### src/core/dma_ctx_pkg.sv
// Shared constants and types for the DMA context and receive credit block
`default_nettype none
package dma_ctx_pkg;
  // Register offsets
  localparam logic [7:0] REG_CTRL = 8'h00;
  localparam logic [7:0] REG_PTR = 8'h04;
  localparam logic [7:0] REG_CREDIT = 8'h08;
  localparam logic [7:0] REG_SPACE = 8'h0C;
  localparam logic [7:0] REG_BACKOUT = 8'h10;
  // Register field positions and widths
  localparam int unsigned RUN_BIT = 15;
  localparam int unsigned WAKE_BIT = 12;
  localparam int unsigned DEAD_BIT = 11;
  localparam int unsigned ACTIVE_BIT = 10;
  localparam int unsigned SELFID_BIT = 8;
  localparam int unsigned EVT_LSB = 0;
  localparam int unsigned EVT_W = 5;
  localparam int unsigned PTR_LSB = 4;
  localparam int unsigned CREDIT_W = 15;
  localparam int unsigned LEN_W = 14;
  // Event code for a bad block count (value arbitrary)
  localparam logic [4:0] EVT_UNKNOWN = 5'h0E;
  // Valid block count range for this context
  localparam logic [3:0] Z_MIN = 4'h1;
  localparam logic [3:0] Z_MAX = 4'h1;
  // Fill value for a truncated request
  localparam logic [31:0] ERR_QUAD = 32'hFFFF_FFFF;
  localparam logic [14:0] CREDIT_MAX = 15'h7FFF;
  localparam logic [16:0] CREDIT_SAT = 17'h0_7FFF;

  typedef enum logic [1:0] {ST_IDLE = 2'b00, ST_FETCH = 2'b01, ST_WAIT = 2'b11,
    ST_DEAD = 2'b10} ctx_state_t;
  typedef enum logic [2:0] {LK_IDLE = 3'b000, LK_REQ = 3'b001, LK_FOOT = 3'b011,
    LK_DROP = 3'b010, LK_SELF = 3'b110, LK_PASS = 3'b111} link_state_t;
  typedef enum logic [2:0] {CLS_REQ = 3'h0, CLS_PHYS_WR = 3'h1, CLS_PHYS_RD = 3'h2,
    CLS_RESP = 3'h3, CLS_PHY = 3'h4} pkt_class_t;
  typedef struct packed {
    logic valid;
    logic [3:0] z;
    logic [13:0] req_len;
    logic [27:0] branch_addr;
    logic [3:0] branch_z;
  } desc_t;
  typedef struct packed {
    logic valid;
    logic sop;
    logic eop;
    pkt_class_t cls;
    logic selfid_fmt;
    logic [31:0] data;
  } link_quad_t;
  typedef struct packed {
    logic valid;
    logic footer;
    logic err;
    logic phys;
    logic [31:0] data;
  } fifo_ent_t;
endpackage
`default_nettype wire

### src/core/dma_context_rx.sv
// Descriptor context control with receive FIFO request credit gating
// Operation
// RQ1 - Bad block count at start or fetch sets dead, unknown event, no processing
// RQ2 - Software checks run, active, dead are zero, loads pointer, then sets run
// RQ3 - Software appends by formatting list, then patching last branch and count
// RQ4 - Software sets wake after linking; an idle context resumes fetching
// RQ5 - Run cleared; active cleared only once context processing has stopped
// RQ6 - Context state evaluated once per scheduling pulse
// RQ7 - Physical requests pass without credit and never stall other classes
// RQ8 - Self-ID format packets are self-ID only in the self-ID phase
// RQ9 - Self-ID acceptance programmable; accepted ones bypass the shared FIFO
// RQ10 - Responses with no memory space may be dropped
// RQ11 - Requests get busy acknowledge while the FIFO is full
// RQ12 - No request enters the FIFO without reserved memory space
// RQ13 - Credit counter held at zero while run is clear
// RQ14 - Fetched descriptor request length is added to the credit counter
// RQ15 - Requests accepted only with credit; each non-physical quadlet decrements
// RQ16 - Last credit holds the footer, else error value and busy acknowledge
// RQ17 - Extra space values written by software add to the credit
// RQ18 - Next descriptor is prefetched beyond the current one
// RQ19 - Backout counter returns reclaimed credit for errored request packets
// RQ20 - Quadlet length is 14 bits, credit counter 15 bits
// RQ21 - Branch with zero block count ends the list and clears active
// RQ22 - Dead clears active, keeps run, flags unrecoverable error, no completion
// RQ23 - Wake is cleared before each descriptor fetch
// RQ24 - Reset clears credit and backout counters
//
// Local design decisions: the address map and the strobed register port.
`default_nettype none
module dma_context_rx
(
  input wire logic i_clk,
  input wire logic i_arst_n,
  input wire logic [7:0] i_addr,
  input wire logic [31:0] i_wdata,
  input wire logic i_wr,
  input wire logic i_rd,
  output logic [31:0] o_rdata,
  input wire logic i_sched,
  output logic o_fetch,
  output logic [27:0] o_fetch_addr,
  input wire dma_ctx_pkg::desc_t i_desc,
  input wire dma_ctx_pkg::link_quad_t i_lq,
  input wire logic [31:0] i_footer,
  input wire logic i_fifo_full,
  input wire logic i_resp_space,
  input wire logic i_selfid_phase,
  input wire logic i_sys_pop,
  input wire logic i_sys_sop,
  input wire logic i_sys_end_err,
  output dma_ctx_pkg::fifo_ent_t o_fifo,
  output logic o_selfid_vld,
  output logic [31:0] o_selfid_data,
  output logic o_ack_busy,
  output logic o_resp_drop,
  output logic o_unrec_err,
  output logic o_ctx_event
);
  import dma_ctx_pkg::*;

  ctx_state_t st_q;
  link_state_t lk_q;
  link_state_t lk_d;
  logic run_q;
  logic wake_q;
  logic dead_q;
  logic active_q;
  logic act_prev_q;
  logic start_pend_q;
  logic selfid_en_q;
  logic phys_q;
  logic [4:0] evt_q;
  logic [27:0] ptr_q;
  logic [3:0] z_q;
  logic [14:0] credit_q;
  logic [14:0] back_cnt_q;
  logic [14:0] back_add_q;
  logic [14:0] len_add;
  logic [14:0] space_add;
  logic [16:0] credit_sum;
  logic [31:0] ctrl_rd;
  logic link_dec;
  logic busy_d;
  logic rdrop_d;
  logic sv_d;
  fifo_ent_t fifo_d;
  logic ctrl_wr;
  logic ptr_wr;
  logic space_wr;
  logic go;
  logic desc_take;

  function automatic logic z_valid(input logic [3:0] z);
    return (z >= Z_MIN) && (z <= Z_MAX);
  endfunction

  assign ctrl_wr = i_wr && (i_addr == REG_CTRL);
  assign ptr_wr = i_wr && (i_addr == REG_PTR);
  assign space_wr = i_wr && (i_addr == REG_SPACE);
  assign go = i_sched && run_q && (start_pend_q || wake_q);
  assign desc_take = (st_q == ST_FETCH) && i_desc.valid;

  ////////////////////////////////////////////////////////////////////////////
  // Context control state machine
  always_ff @(posedge i_clk or negedge i_arst_n)
  begin
    if (!i_arst_n)
    begin
      st_q <= ST_IDLE;
      run_q <= 1'b0;
      wake_q <= 1'b0;
      dead_q <= 1'b0;
      active_q <= 1'b0;
      start_pend_q <= 1'b0;
      selfid_en_q <= 1'b0;
      evt_q <= 5'h00;
      ptr_q <= 28'h000_0000;
      z_q <= 4'h0;
      o_fetch <= 1'b0;
      o_fetch_addr <= 28'h000_0000;
      o_unrec_err <= 1'b0;
    end
    else
    begin
      o_unrec_err <= 1'b0;
      if (ptr_wr)
      begin
        ptr_q <= i_wdata[31:PTR_LSB];
        z_q <= i_wdata[3:0];
      end
      if (ctrl_wr)
      begin
        run_q <= i_wdata[RUN_BIT];
        selfid_en_q <= i_wdata[SELFID_BIT];
      end
      if (ctrl_wr && !i_wdata[RUN_BIT])
      begin
        dead_q <= 1'b0;
        start_pend_q <= 1'b0;
      end
      case (st_q)
        ST_IDLE:
        begin
          if (ctrl_wr && i_wdata[RUN_BIT] && !run_q)
          begin
            if (!z_valid(z_q)) // RQ1
            begin
              dead_q <= 1'b1;
              evt_q <= EVT_UNKNOWN;
              o_unrec_err <= 1'b1; // RQ22
              st_q <= ST_DEAD;
            end
            else
            begin
              start_pend_q <= 1'b1;
            end
          end
          else if (go) // RQ4 RQ6
          begin
            wake_q <= 1'b0; // RQ23
            start_pend_q <= 1'b0;
            active_q <= 1'b1;
            o_fetch <= 1'b1;
            o_fetch_addr <= ptr_q;
            st_q <= ST_FETCH;
          end
        end
        ST_FETCH:
        begin
          if (i_desc.valid)
          begin
            o_fetch <= 1'b0;
            if (!z_valid(i_desc.z)) // RQ1
            begin
              dead_q <= 1'b1;
              evt_q <= EVT_UNKNOWN;
              active_q <= 1'b0; // RQ22
              o_unrec_err <= 1'b1;
              st_q <= ST_DEAD;
            end
            else if (i_desc.branch_z == 4'h0) // RQ21
            begin
              active_q <= 1'b0;
              st_q <= ST_IDLE;
            end
            else
            begin
              ptr_q <= i_desc.branch_addr;
              z_q <= i_desc.branch_z;
              st_q <= ST_WAIT;
            end
          end
        end
        ST_WAIT:
        begin
          if (i_sched) // RQ6
          begin
            if (!run_q) // RQ5
            begin
              active_q <= 1'b0;
              st_q <= ST_IDLE;
            end
            else
            begin
              wake_q <= 1'b0; // RQ23
              o_fetch <= 1'b1; // RQ18
              o_fetch_addr <= ptr_q;
              st_q <= ST_FETCH;
            end
          end
        end
        ST_DEAD:
        begin
          active_q <= 1'b0; // RQ22
          if (!run_q)
          begin
            st_q <= ST_IDLE;
          end
        end
        default:
        begin
          st_q <= ST_IDLE;
        end
      endcase
      if (ctrl_wr && i_wdata[WAKE_BIT] && (run_q || i_wdata[RUN_BIT])) // RQ4
      begin
        wake_q <= 1'b1;
      end
    end
  end

  ////////////////////////////////////////////////////////////////////////////
  // Completion event, withheld while dead
  always_ff @(posedge i_clk or negedge i_arst_n)
  begin
    if (!i_arst_n)
    begin
      act_prev_q <= 1'b0;
      o_ctx_event <= 1'b0;
    end
    else
    begin
      act_prev_q <= active_q;
      o_ctx_event <= act_prev_q && !active_q && !run_q && !dead_q; // RQ22
    end
  end

  ////////////////////////////////////////////////////////////////////////////
  // Link side credit counter
  always_comb
  begin
    len_add = desc_take && z_valid(i_desc.z) ? {1'b0, i_desc.req_len} : 15'h0000; // RQ14
    space_add = space_wr ? i_wdata[CREDIT_W-1:0] : 15'h0000; // RQ17
    credit_sum = {2'b00, credit_q} + {2'b00, len_add} + {2'b00, space_add}
      + {2'b00, back_add_q} - {16'h0000, link_dec};
  end

  always_ff @(posedge i_clk or negedge i_arst_n)
  begin
    if (!i_arst_n)
    begin
      credit_q <= 15'h0000; // RQ24
    end
    else if (!run_q)
    begin
      credit_q <= 15'h0000; // RQ13
    end
    else if (credit_sum > CREDIT_SAT) // RQ20
    begin
      credit_q <= CREDIT_MAX;
    end
    else
    begin
      credit_q <= credit_sum[CREDIT_W-1:0];
    end
  end

  ////////////////////////////////////////////////////////////////////////////
  // Incoming packet sorting
  always_comb
  begin
    lk_d = lk_q;
    fifo_d = '0;
    sv_d = 1'b0;
    busy_d = 1'b0;
    rdrop_d = 1'b0;
    link_dec = 1'b0;
    case (lk_q)
      LK_IDLE:
      begin
        if (i_lq.valid && i_lq.sop)
        begin
          if (i_lq.selfid_fmt && (i_lq.cls == CLS_PHY) && i_selfid_phase) // RQ8
          begin
            sv_d = selfid_en_q; // RQ9
            lk_d = i_lq.eop ? LK_IDLE : (selfid_en_q ? LK_SELF : LK_DROP);
          end
          else if ((i_lq.cls == CLS_REQ) || (i_lq.cls == CLS_PHY))
          begin
            if (i_fifo_full || (credit_q <= 15'h0001)) // RQ11 RQ12
            begin
              busy_d = 1'b1;
              lk_d = i_lq.eop ? LK_IDLE : LK_DROP;
            end
            else
            begin
              fifo_d.valid = 1'b1;
              fifo_d.data = i_lq.data;
              link_dec = 1'b1; // RQ15
              lk_d = i_lq.eop ? LK_FOOT : LK_REQ;
            end
          end
          else if ((i_lq.cls == CLS_RESP) && !i_resp_space) // RQ10
          begin
            rdrop_d = 1'b1;
            lk_d = i_lq.eop ? LK_IDLE : LK_DROP;
          end
          else
          begin
            fifo_d.valid = 1'b1; // RQ7
            fifo_d.phys = (i_lq.cls != CLS_RESP);
            fifo_d.data = i_lq.data;
            lk_d = i_lq.eop ? LK_IDLE : LK_PASS;
          end
        end
      end
      LK_REQ:
      begin
        if (i_lq.valid)
        begin
          if (credit_q > 15'h0001)
          begin
            fifo_d.valid = 1'b1;
            fifo_d.data = i_lq.data;
            link_dec = 1'b1; // RQ15
            lk_d = i_lq.eop ? LK_FOOT : LK_REQ;
          end
          else
          begin
            fifo_d.valid = (credit_q != 15'h0000); // RQ12
            fifo_d.data = ERR_QUAD; // RQ16
            fifo_d.err = 1'b1;
            link_dec = (credit_q != 15'h0000);
            busy_d = 1'b1;
            lk_d = i_lq.eop ? LK_IDLE : LK_DROP;
          end
        end
      end
      LK_FOOT:
      begin
        fifo_d.valid = 1'b1; // RQ16
        fifo_d.footer = 1'b1;
        fifo_d.data = i_footer;
        link_dec = 1'b1;
        lk_d = LK_IDLE;
      end
      LK_SELF:
      begin
        if (i_lq.valid)
        begin
          sv_d = 1'b1; // RQ9
          lk_d = i_lq.eop ? LK_IDLE : LK_SELF;
        end
      end
      LK_PASS:
      begin
        if (i_lq.valid)
        begin
          fifo_d.valid = 1'b1; // RQ7
          fifo_d.phys = phys_q;
          fifo_d.data = i_lq.data;
          lk_d = i_lq.eop ? LK_IDLE : LK_PASS;
        end
      end
      LK_DROP:
      begin
        if (i_lq.valid && i_lq.eop)
        begin
          lk_d = LK_IDLE;
        end
      end
      default:
      begin
        lk_d = LK_IDLE;
      end
    endcase
  end

  always_ff @(posedge i_clk or negedge i_arst_n)
  begin
    if (!i_arst_n)
    begin
      lk_q <= LK_IDLE;
      phys_q <= 1'b0;
      o_fifo <= '0;
      o_selfid_vld <= 1'b0;
      o_selfid_data <= 32'h0000_0000;
      o_ack_busy <= 1'b0;
      o_resp_drop <= 1'b0;
    end
    else
    begin
      lk_q <= lk_d;
      if (lk_q == LK_IDLE)
      begin
        phys_q <= (i_lq.cls != CLS_RESP);
      end
      o_fifo <= fifo_d;
      o_selfid_vld <= sv_d;
      o_selfid_data <= i_lq.data;
      o_ack_busy <= busy_d;
      o_resp_drop <= rdrop_d;
    end
  end

  ////////////////////////////////////////////////////////////////////////////
  // System side backout counter
  always_ff @(posedge i_clk or negedge i_arst_n)
  begin
    if (!i_arst_n)
    begin
      back_cnt_q <= 15'h0000; // RQ24
      back_add_q <= 15'h0000;
    end
    else
    begin
      back_add_q <= i_sys_end_err ? back_cnt_q : 15'h0000; // RQ19
      if (i_sys_pop)
      begin
        back_cnt_q <= i_sys_sop ? 15'h0001 : back_cnt_q + 15'h0001;
      end
    end
  end

  ////////////////////////////////////////////////////////////////////////////
  // Register read port
  always_comb
  begin
    ctrl_rd = 32'h0000_0000;
    ctrl_rd[RUN_BIT] = run_q;
    ctrl_rd[WAKE_BIT] = wake_q;
    ctrl_rd[DEAD_BIT] = dead_q;
    ctrl_rd[ACTIVE_BIT] = active_q;
    ctrl_rd[SELFID_BIT] = selfid_en_q;
    ctrl_rd[EVT_LSB +: EVT_W] = evt_q;
  end

  always_ff @(posedge i_clk or negedge i_arst_n)
  begin
    if (!i_arst_n)
    begin
      o_rdata <= 32'h0000_0000;
    end
    else
    begin
      o_rdata <= 32'h0000_0000;
      if (i_rd)
      begin
        case (i_addr)
          REG_CTRL: o_rdata <= ctrl_rd;
          REG_PTR: o_rdata <= {ptr_q, z_q};
          REG_CREDIT: o_rdata <= {17'h0_0000, credit_q};
          REG_BACKOUT: o_rdata <= {17'h0_0000, back_cnt_q};
          default: o_rdata <= 32'h0000_0000;
        endcase
      end
    end
  end

  ////////////////////////////////////////////////////////////////////////////
  // Assertions
  property p_bad_start;
    @(posedge i_clk) disable iff (!i_arst_n)
    (st_q == ST_IDLE && ctrl_wr && i_wdata[RUN_BIT] && !run_q && !z_valid(z_q))
      |=> dead_q && evt_q == EVT_UNKNOWN && st_q == ST_DEAD;
  endproperty
  a_bad_start: assert property (p_bad_start) else $error("bad count not dead"); // RQ1

  property p_dead_idle;
    @(posedge i_clk) disable iff (!i_arst_n)
    (st_q == ST_DEAD) |=> !active_q && !o_fetch;
  endproperty
  a_dead_idle: assert property (p_dead_idle) else $error("dead context active"); // RQ22

  property p_stop;
    @(posedge i_clk) disable iff (!i_arst_n)
    (st_q == ST_WAIT && i_sched && !run_q) |=> !active_q ##1 !active_q;
  endproperty
  a_stop: assert property (p_stop) else $error("active kept after stop"); // RQ5

  property p_end_list;
    @(posedge i_clk) disable iff (!i_arst_n)
    (desc_take && z_valid(i_desc.z) && i_desc.branch_z == 4'h0) |=> !active_q;
  endproperty
  a_end_list: assert property (p_end_list) else $error("end of list kept active"); // RQ21

  property p_wake_clr;
    @(posedge i_clk) disable iff (!i_arst_n)
    (st_q == ST_IDLE && go && !ctrl_wr) |=> !wake_q && o_fetch;
  endproperty
  a_wake_clr: assert property (p_wake_clr) else $error("wake not cleared at fetch"); // RQ23

  property p_credit_hold;
    @(posedge i_clk) disable iff (!i_arst_n)
    !run_q |=> credit_q == 15'h0000;
  endproperty
  a_credit_hold: assert property (p_credit_hold) else $error("credit not held"); // RQ13

  property p_len_add;
    @(posedge i_clk) disable iff (!i_arst_n)
    (run_q && desc_take && z_valid(i_desc.z) && !link_dec && !space_wr
      && back_add_q == 15'h0000 && credit_q < 15'h4000)
      |=> credit_q == $past(credit_q) + {1'b0, $past(i_desc.req_len)};
  endproperty
  a_len_add: assert property (p_len_add) else $error("length not credited"); // RQ14

  property p_req_credit;
    @(posedge i_clk) disable iff (!i_arst_n)
    (o_fifo.valid && !o_fifo.phys && $past(link_dec)) |-> $past(credit_q) != 15'h0000;
  endproperty
  a_req_credit: assert property (p_req_credit) else $error("request without credit"); // RQ15

  property p_busy_full;
    @(posedge i_clk) disable iff (!i_arst_n)
    (lk_q == LK_IDLE && i_lq.valid && i_lq.sop && i_lq.cls == CLS_REQ && i_fifo_full)
      |=> o_ack_busy && !o_fifo.valid;
  endproperty
  a_busy_full: assert property (p_busy_full) else $error("full fifo not busied"); // RQ11

  property p_resp_drop;
    @(posedge i_clk) disable iff (!i_arst_n)
    (lk_q == LK_IDLE && i_lq.valid && i_lq.sop && i_lq.cls == CLS_RESP && !i_resp_space)
      |=> o_resp_drop;
  endproperty
  a_resp_drop: assert property (p_resp_drop) else $error("response not dropped"); // RQ10

  property p_backout;
    @(posedge i_clk) disable iff (!i_arst_n)
    i_sys_end_err |=> back_add_q == $past(back_cnt_q);
  endproperty
  a_backout: assert property (p_backout) else $error("backout not returned"); // RQ19
endmodule
`default_nettype wire

### config.mk
export PLATFORM = sky130hd
export DESIGN_NAME = dma_context_rx
export DESIGN_NICKNAME = d
export VERILOG_FILES = /design/src/core/dma_ctx_pkg.sv /design/src/core/dma_context_rx.sv
export SDC_FILE = /design/constraint.sdc
export NUM_CORES = 1
export LEC_CHECK = 0
export ABC_AREA = 1
export BUFFER_PORTS_ARGS = -buffer_cell sky130_fd_sc_hd__buf_2
export CORE_MARGIN = 2
export CORE_UTILIZATION = 50
export DETAILED_ROUTE_END_ITERATION = 10
export GPL_TIMING_DRIVEN = 0
export MAX_ROUTING_LAYER = met4
export PLACE_DENSITY = 0.79
export REMOVE_ABC_BUFFERS = 1
export SLEW_MARGIN = 25
export SYNTH_ARGS = -nofsm -noshare
export SYNTH_HDL_FRONTEND = slang
export SYNTH_SLANG_ARGS = --single-unit
### constraint.sdc
create_clock -name i_clk -period 6.3 [get_ports i_clk]
set_clock_uncertainty 0.1 [all_clocks]
set_input_delay 0.945 -clock i_clk [delete_from_list [all_inputs] [get_ports i_clk]]
set_output_delay 0.945 -clock i_clk [all_outputs]
set_load 0.05 [all_outputs]
==> impl_metrics.yaml <==
clocking:
  root_buffer: "clkbuf_16"
  post-cts-setup-buffers: 0
  cts-resized-gates: 0
  clkSinkCount: 225
  cts_buffers: 24
  clkLatencyLatePin_ns: 0.52
  hold_buffers: 0
  clkTransAtPathRegs_ns: 0.06
  ctsLongestPathBuffers: 3
  ctsHtreeMaxLevel: 1
  tritoncts: "done"
global_routing:
  grt_pass1_wl_mm: 50.87
  first_global_vias: 9661
  grt_use_total: 0.2770
  antenna_found_initial: 7
  grt_max_degree: 95
  overflow: 0
logic_synthesis:
  yosysTopAreaCell: "dfrtp_1"
  avgSynthCellArea_um2: 8.416
  synth_top_area_frac: 0.4941
  synth.area.top_cells: "dfrtp_1 (49%), nand2_1 (12%), inv_1 (7.4%)"
  yosysWarnings: 0
  synth_cell_type_count: 42
  ys_ff_latch: 225
  synth_cells: 1354
  synthArstFlopShare: 1.000
  seq_area_frac_synth: 0.4941
  synth_edf_count: 0
  synth_flop_cell: "dfrtp_1"
  synthesis.area_mm2: 0.01140
floorplan:
  start_util: 0.5064
  placeableCoreArea_mm2: 0.02250
  fp.dieH_um: 155.0
  rows: 55
  pin_count: 307
  die_x_um: 155.0
  dieArea_mm2: 0.02402
sta:
  fin_crit_ns: 4.788
  maxSlewViolCount: 0
  tightestPinTransition_ns: 0.8531
  finalSetupTns_ns: 0
  finalHoldViolations: 0
  setup_viol: 0
  max_slew_margin: 0.4299
  period_share: 0.7601
  holdWs_ns: 0.2583
  rsz0062_at_grt: "false"
  fmax_ghz: 0.2088
critical_path:
  critical_path_class: "input pin to flip-flop"
  r2r_slack_ns: 1.54
  end_kind: "flip-flop"
  cp.required_ns: 6.60
  startpoint_type: "input pin"
  worstPathArrival_ns: 5.09
  critPathMaxFanout: 15
  ff2ff_path_depth: 24
route:
  ant_nets: 0
  route.detailed.drc: 0
  drtIter0Drc: 775
  wl_per_cell_um: 16.88
  wirelength_mm: 32.94
  vias: 10080
  via_per_inst: 5.165
  dr.pass1.iters: 7
finish:
  fin_nets: 1884
  final_common_cell: "nand2_1"
  layout_common_cells: "nand2_1 (357), buf_2 (305), inv_1 (225), dfrtp_1 (225), nor2_1 (129)"
  area_growth_pct: 22.17
  nFillCells: 1947
  drive_gt1_frac: 0.2307
  stdcell_count: 1952
power:
  p_leak_nw: 7.778
  p_per_area_mw_per_mm2: 396.4
  p_clk_frac: 0.248
  ir_worst_vdd_uv: 223.2
  switching_share: 0.4186
  power_frac_seq: 0.352
  p_sw_mw: 2.310
  p_int_mw: 3.208
  comb_power_share: 0.400
job:
  cap_violations: 0
worst_hold_path:
  hold_class: "input pin to asynchronous set/reset pin"
place:
  dp.cells: 1907
  dp_hpwl_mm: 25.20
  place_congestion: 0.9400
  port_buffers: 306
status:
  status: "finished clean"
[power groups by stage]
stage	Sequential, mW	Combinational, mW	Clock, mW
2_1_floorplan	2.46	1.05	0
3_3_place_gp	1.95	2.12	0
3_5_place_dp	1.96	2.19	0
4_1_cts	1.93	2.20	1.39
5_1_grt	1.97	2.42	1.46
6_report	1.94	2.21	1.37
[Yosys cell counts, drive strengths merged (11+ instances only)]
master	instances
inv	232
dfrtp	225
o21ai	83
ha	34
a21oi	33
nand3	53
nand4	15
nand2	366
o21a	17
clkbuf	15
o22ai	11
buf	26
nor3	13
nor2	143
fa	29
a31oi	30
[worst paths after layout]
kind | startpoint | end
setup / recovery | i_lq[33] | credit_q[14]$_DFF_PN0_
hold / removal | i_arst_n | o_fetch_addr[16]$_DFFE_PN0P_
setup reg to reg | credit_q[5]$_DFF_PN0_ | credit_q[14]$_DFF_PN0_
hold reg to reg | active_q$_DFFE_PN0P_ | act_prev_q$_DFF_PN0_
max in group asynchronous | i_arst_n | o_fifo[14]$_DFF_PN0_
min in group i_clk | active_q$_DFFE_PN0P_ | act_prev_q$_DFF_PN0_
[per-stage QoR]
step | total power [mW] | util | cell area (um^2) | setup slack, ns
6_report | 5.518 | 0.6187 | 13920 | 1.512
5_1_grt | 5.843 | 0.6187 | 13920 | 1.127
4_1_cts | 5.526 | 0.6177 | 13900 | 1.545
3_5_place_dp | 4.144 | 0.5839 | 13140 | 1.012
3_3_place_gp | 4.072 | 0.5795 | 13040 | 0.3266
2_1_floorplan | 3.515 | - | 11150 | 1.782
[final cells by class]
type,instances,area [um^2],area share
multi-input cells,856,4669,0.3354
flip-flops and latches,225,5630,0.4044
clock buffers,33,674.4,0.04844
well taps,285,356.6,0.02561
repair buffers,309,1617,0.1161
inverters,232,870.8,0.06255
clock inverters,5,86.33,0.006201
diodes,7,17.52,0.001258
[critical path: stages]
cell	delay, ns
buf_2	0.11
nor2_1	0.28
nand2_1	0.09
inv_1	0.08
nand3_1	0.11
o21ai_0	0.42
ha_1	0.35
fa_1	0.39
inv_1	0.08
fa_1	0.42
ha_1	0.25
fa_1	0.42
nand2_1	0.09
nand2_1	0.07
nand3b_1	0.09
nand2_1	0.12
nand2_1	0.11
nand2_1	0.06
nand2_1	0.05
nand2_1	0.07
inv_2	0.21
nand3_1	0.14
nand2_1	0.08
inv_1	0.06
[flip-flops by register name, summed over array words and instances (netlist names), 2 cells and up]
register and flops:
back_add_q 15, back_cnt_q 15, credit_q 15, lk_q 3
o_fetch_addr 28, o_fifo 36, o_rdata 32, o_selfid_data 32
ptr_q 28, st_q 2, z_q 4
[kinds of logic after synthesis]
| group | count (synthesis) | synth area share |
|---|---|---|
| AO/OA/AOI/OAI | 180 | 0.08959 |
| XOR/XNOR | 7 | 0.005380 |
| adder cells (fa/ha/maj) | 63 | 0.08827 |
| buffers and inverters | 273 | 0.09772 |
| flip-flops | 225 | 0.4941 |
| AND/OR/NAND/NOR | 606 | 0.2250 |
[per-layer routing]
layer / track usage / vias up / wire length, um
met1: 0.3429 / 4812 / 13280
met3: 0.04624 / 84 / 2294
met2: 0.4557 / 390 / 16040
met5: - / - / 0
li1: - / 4797 / -
met4: 0.1133 / 0 / 1330
(Power assumes the default switching activity.)
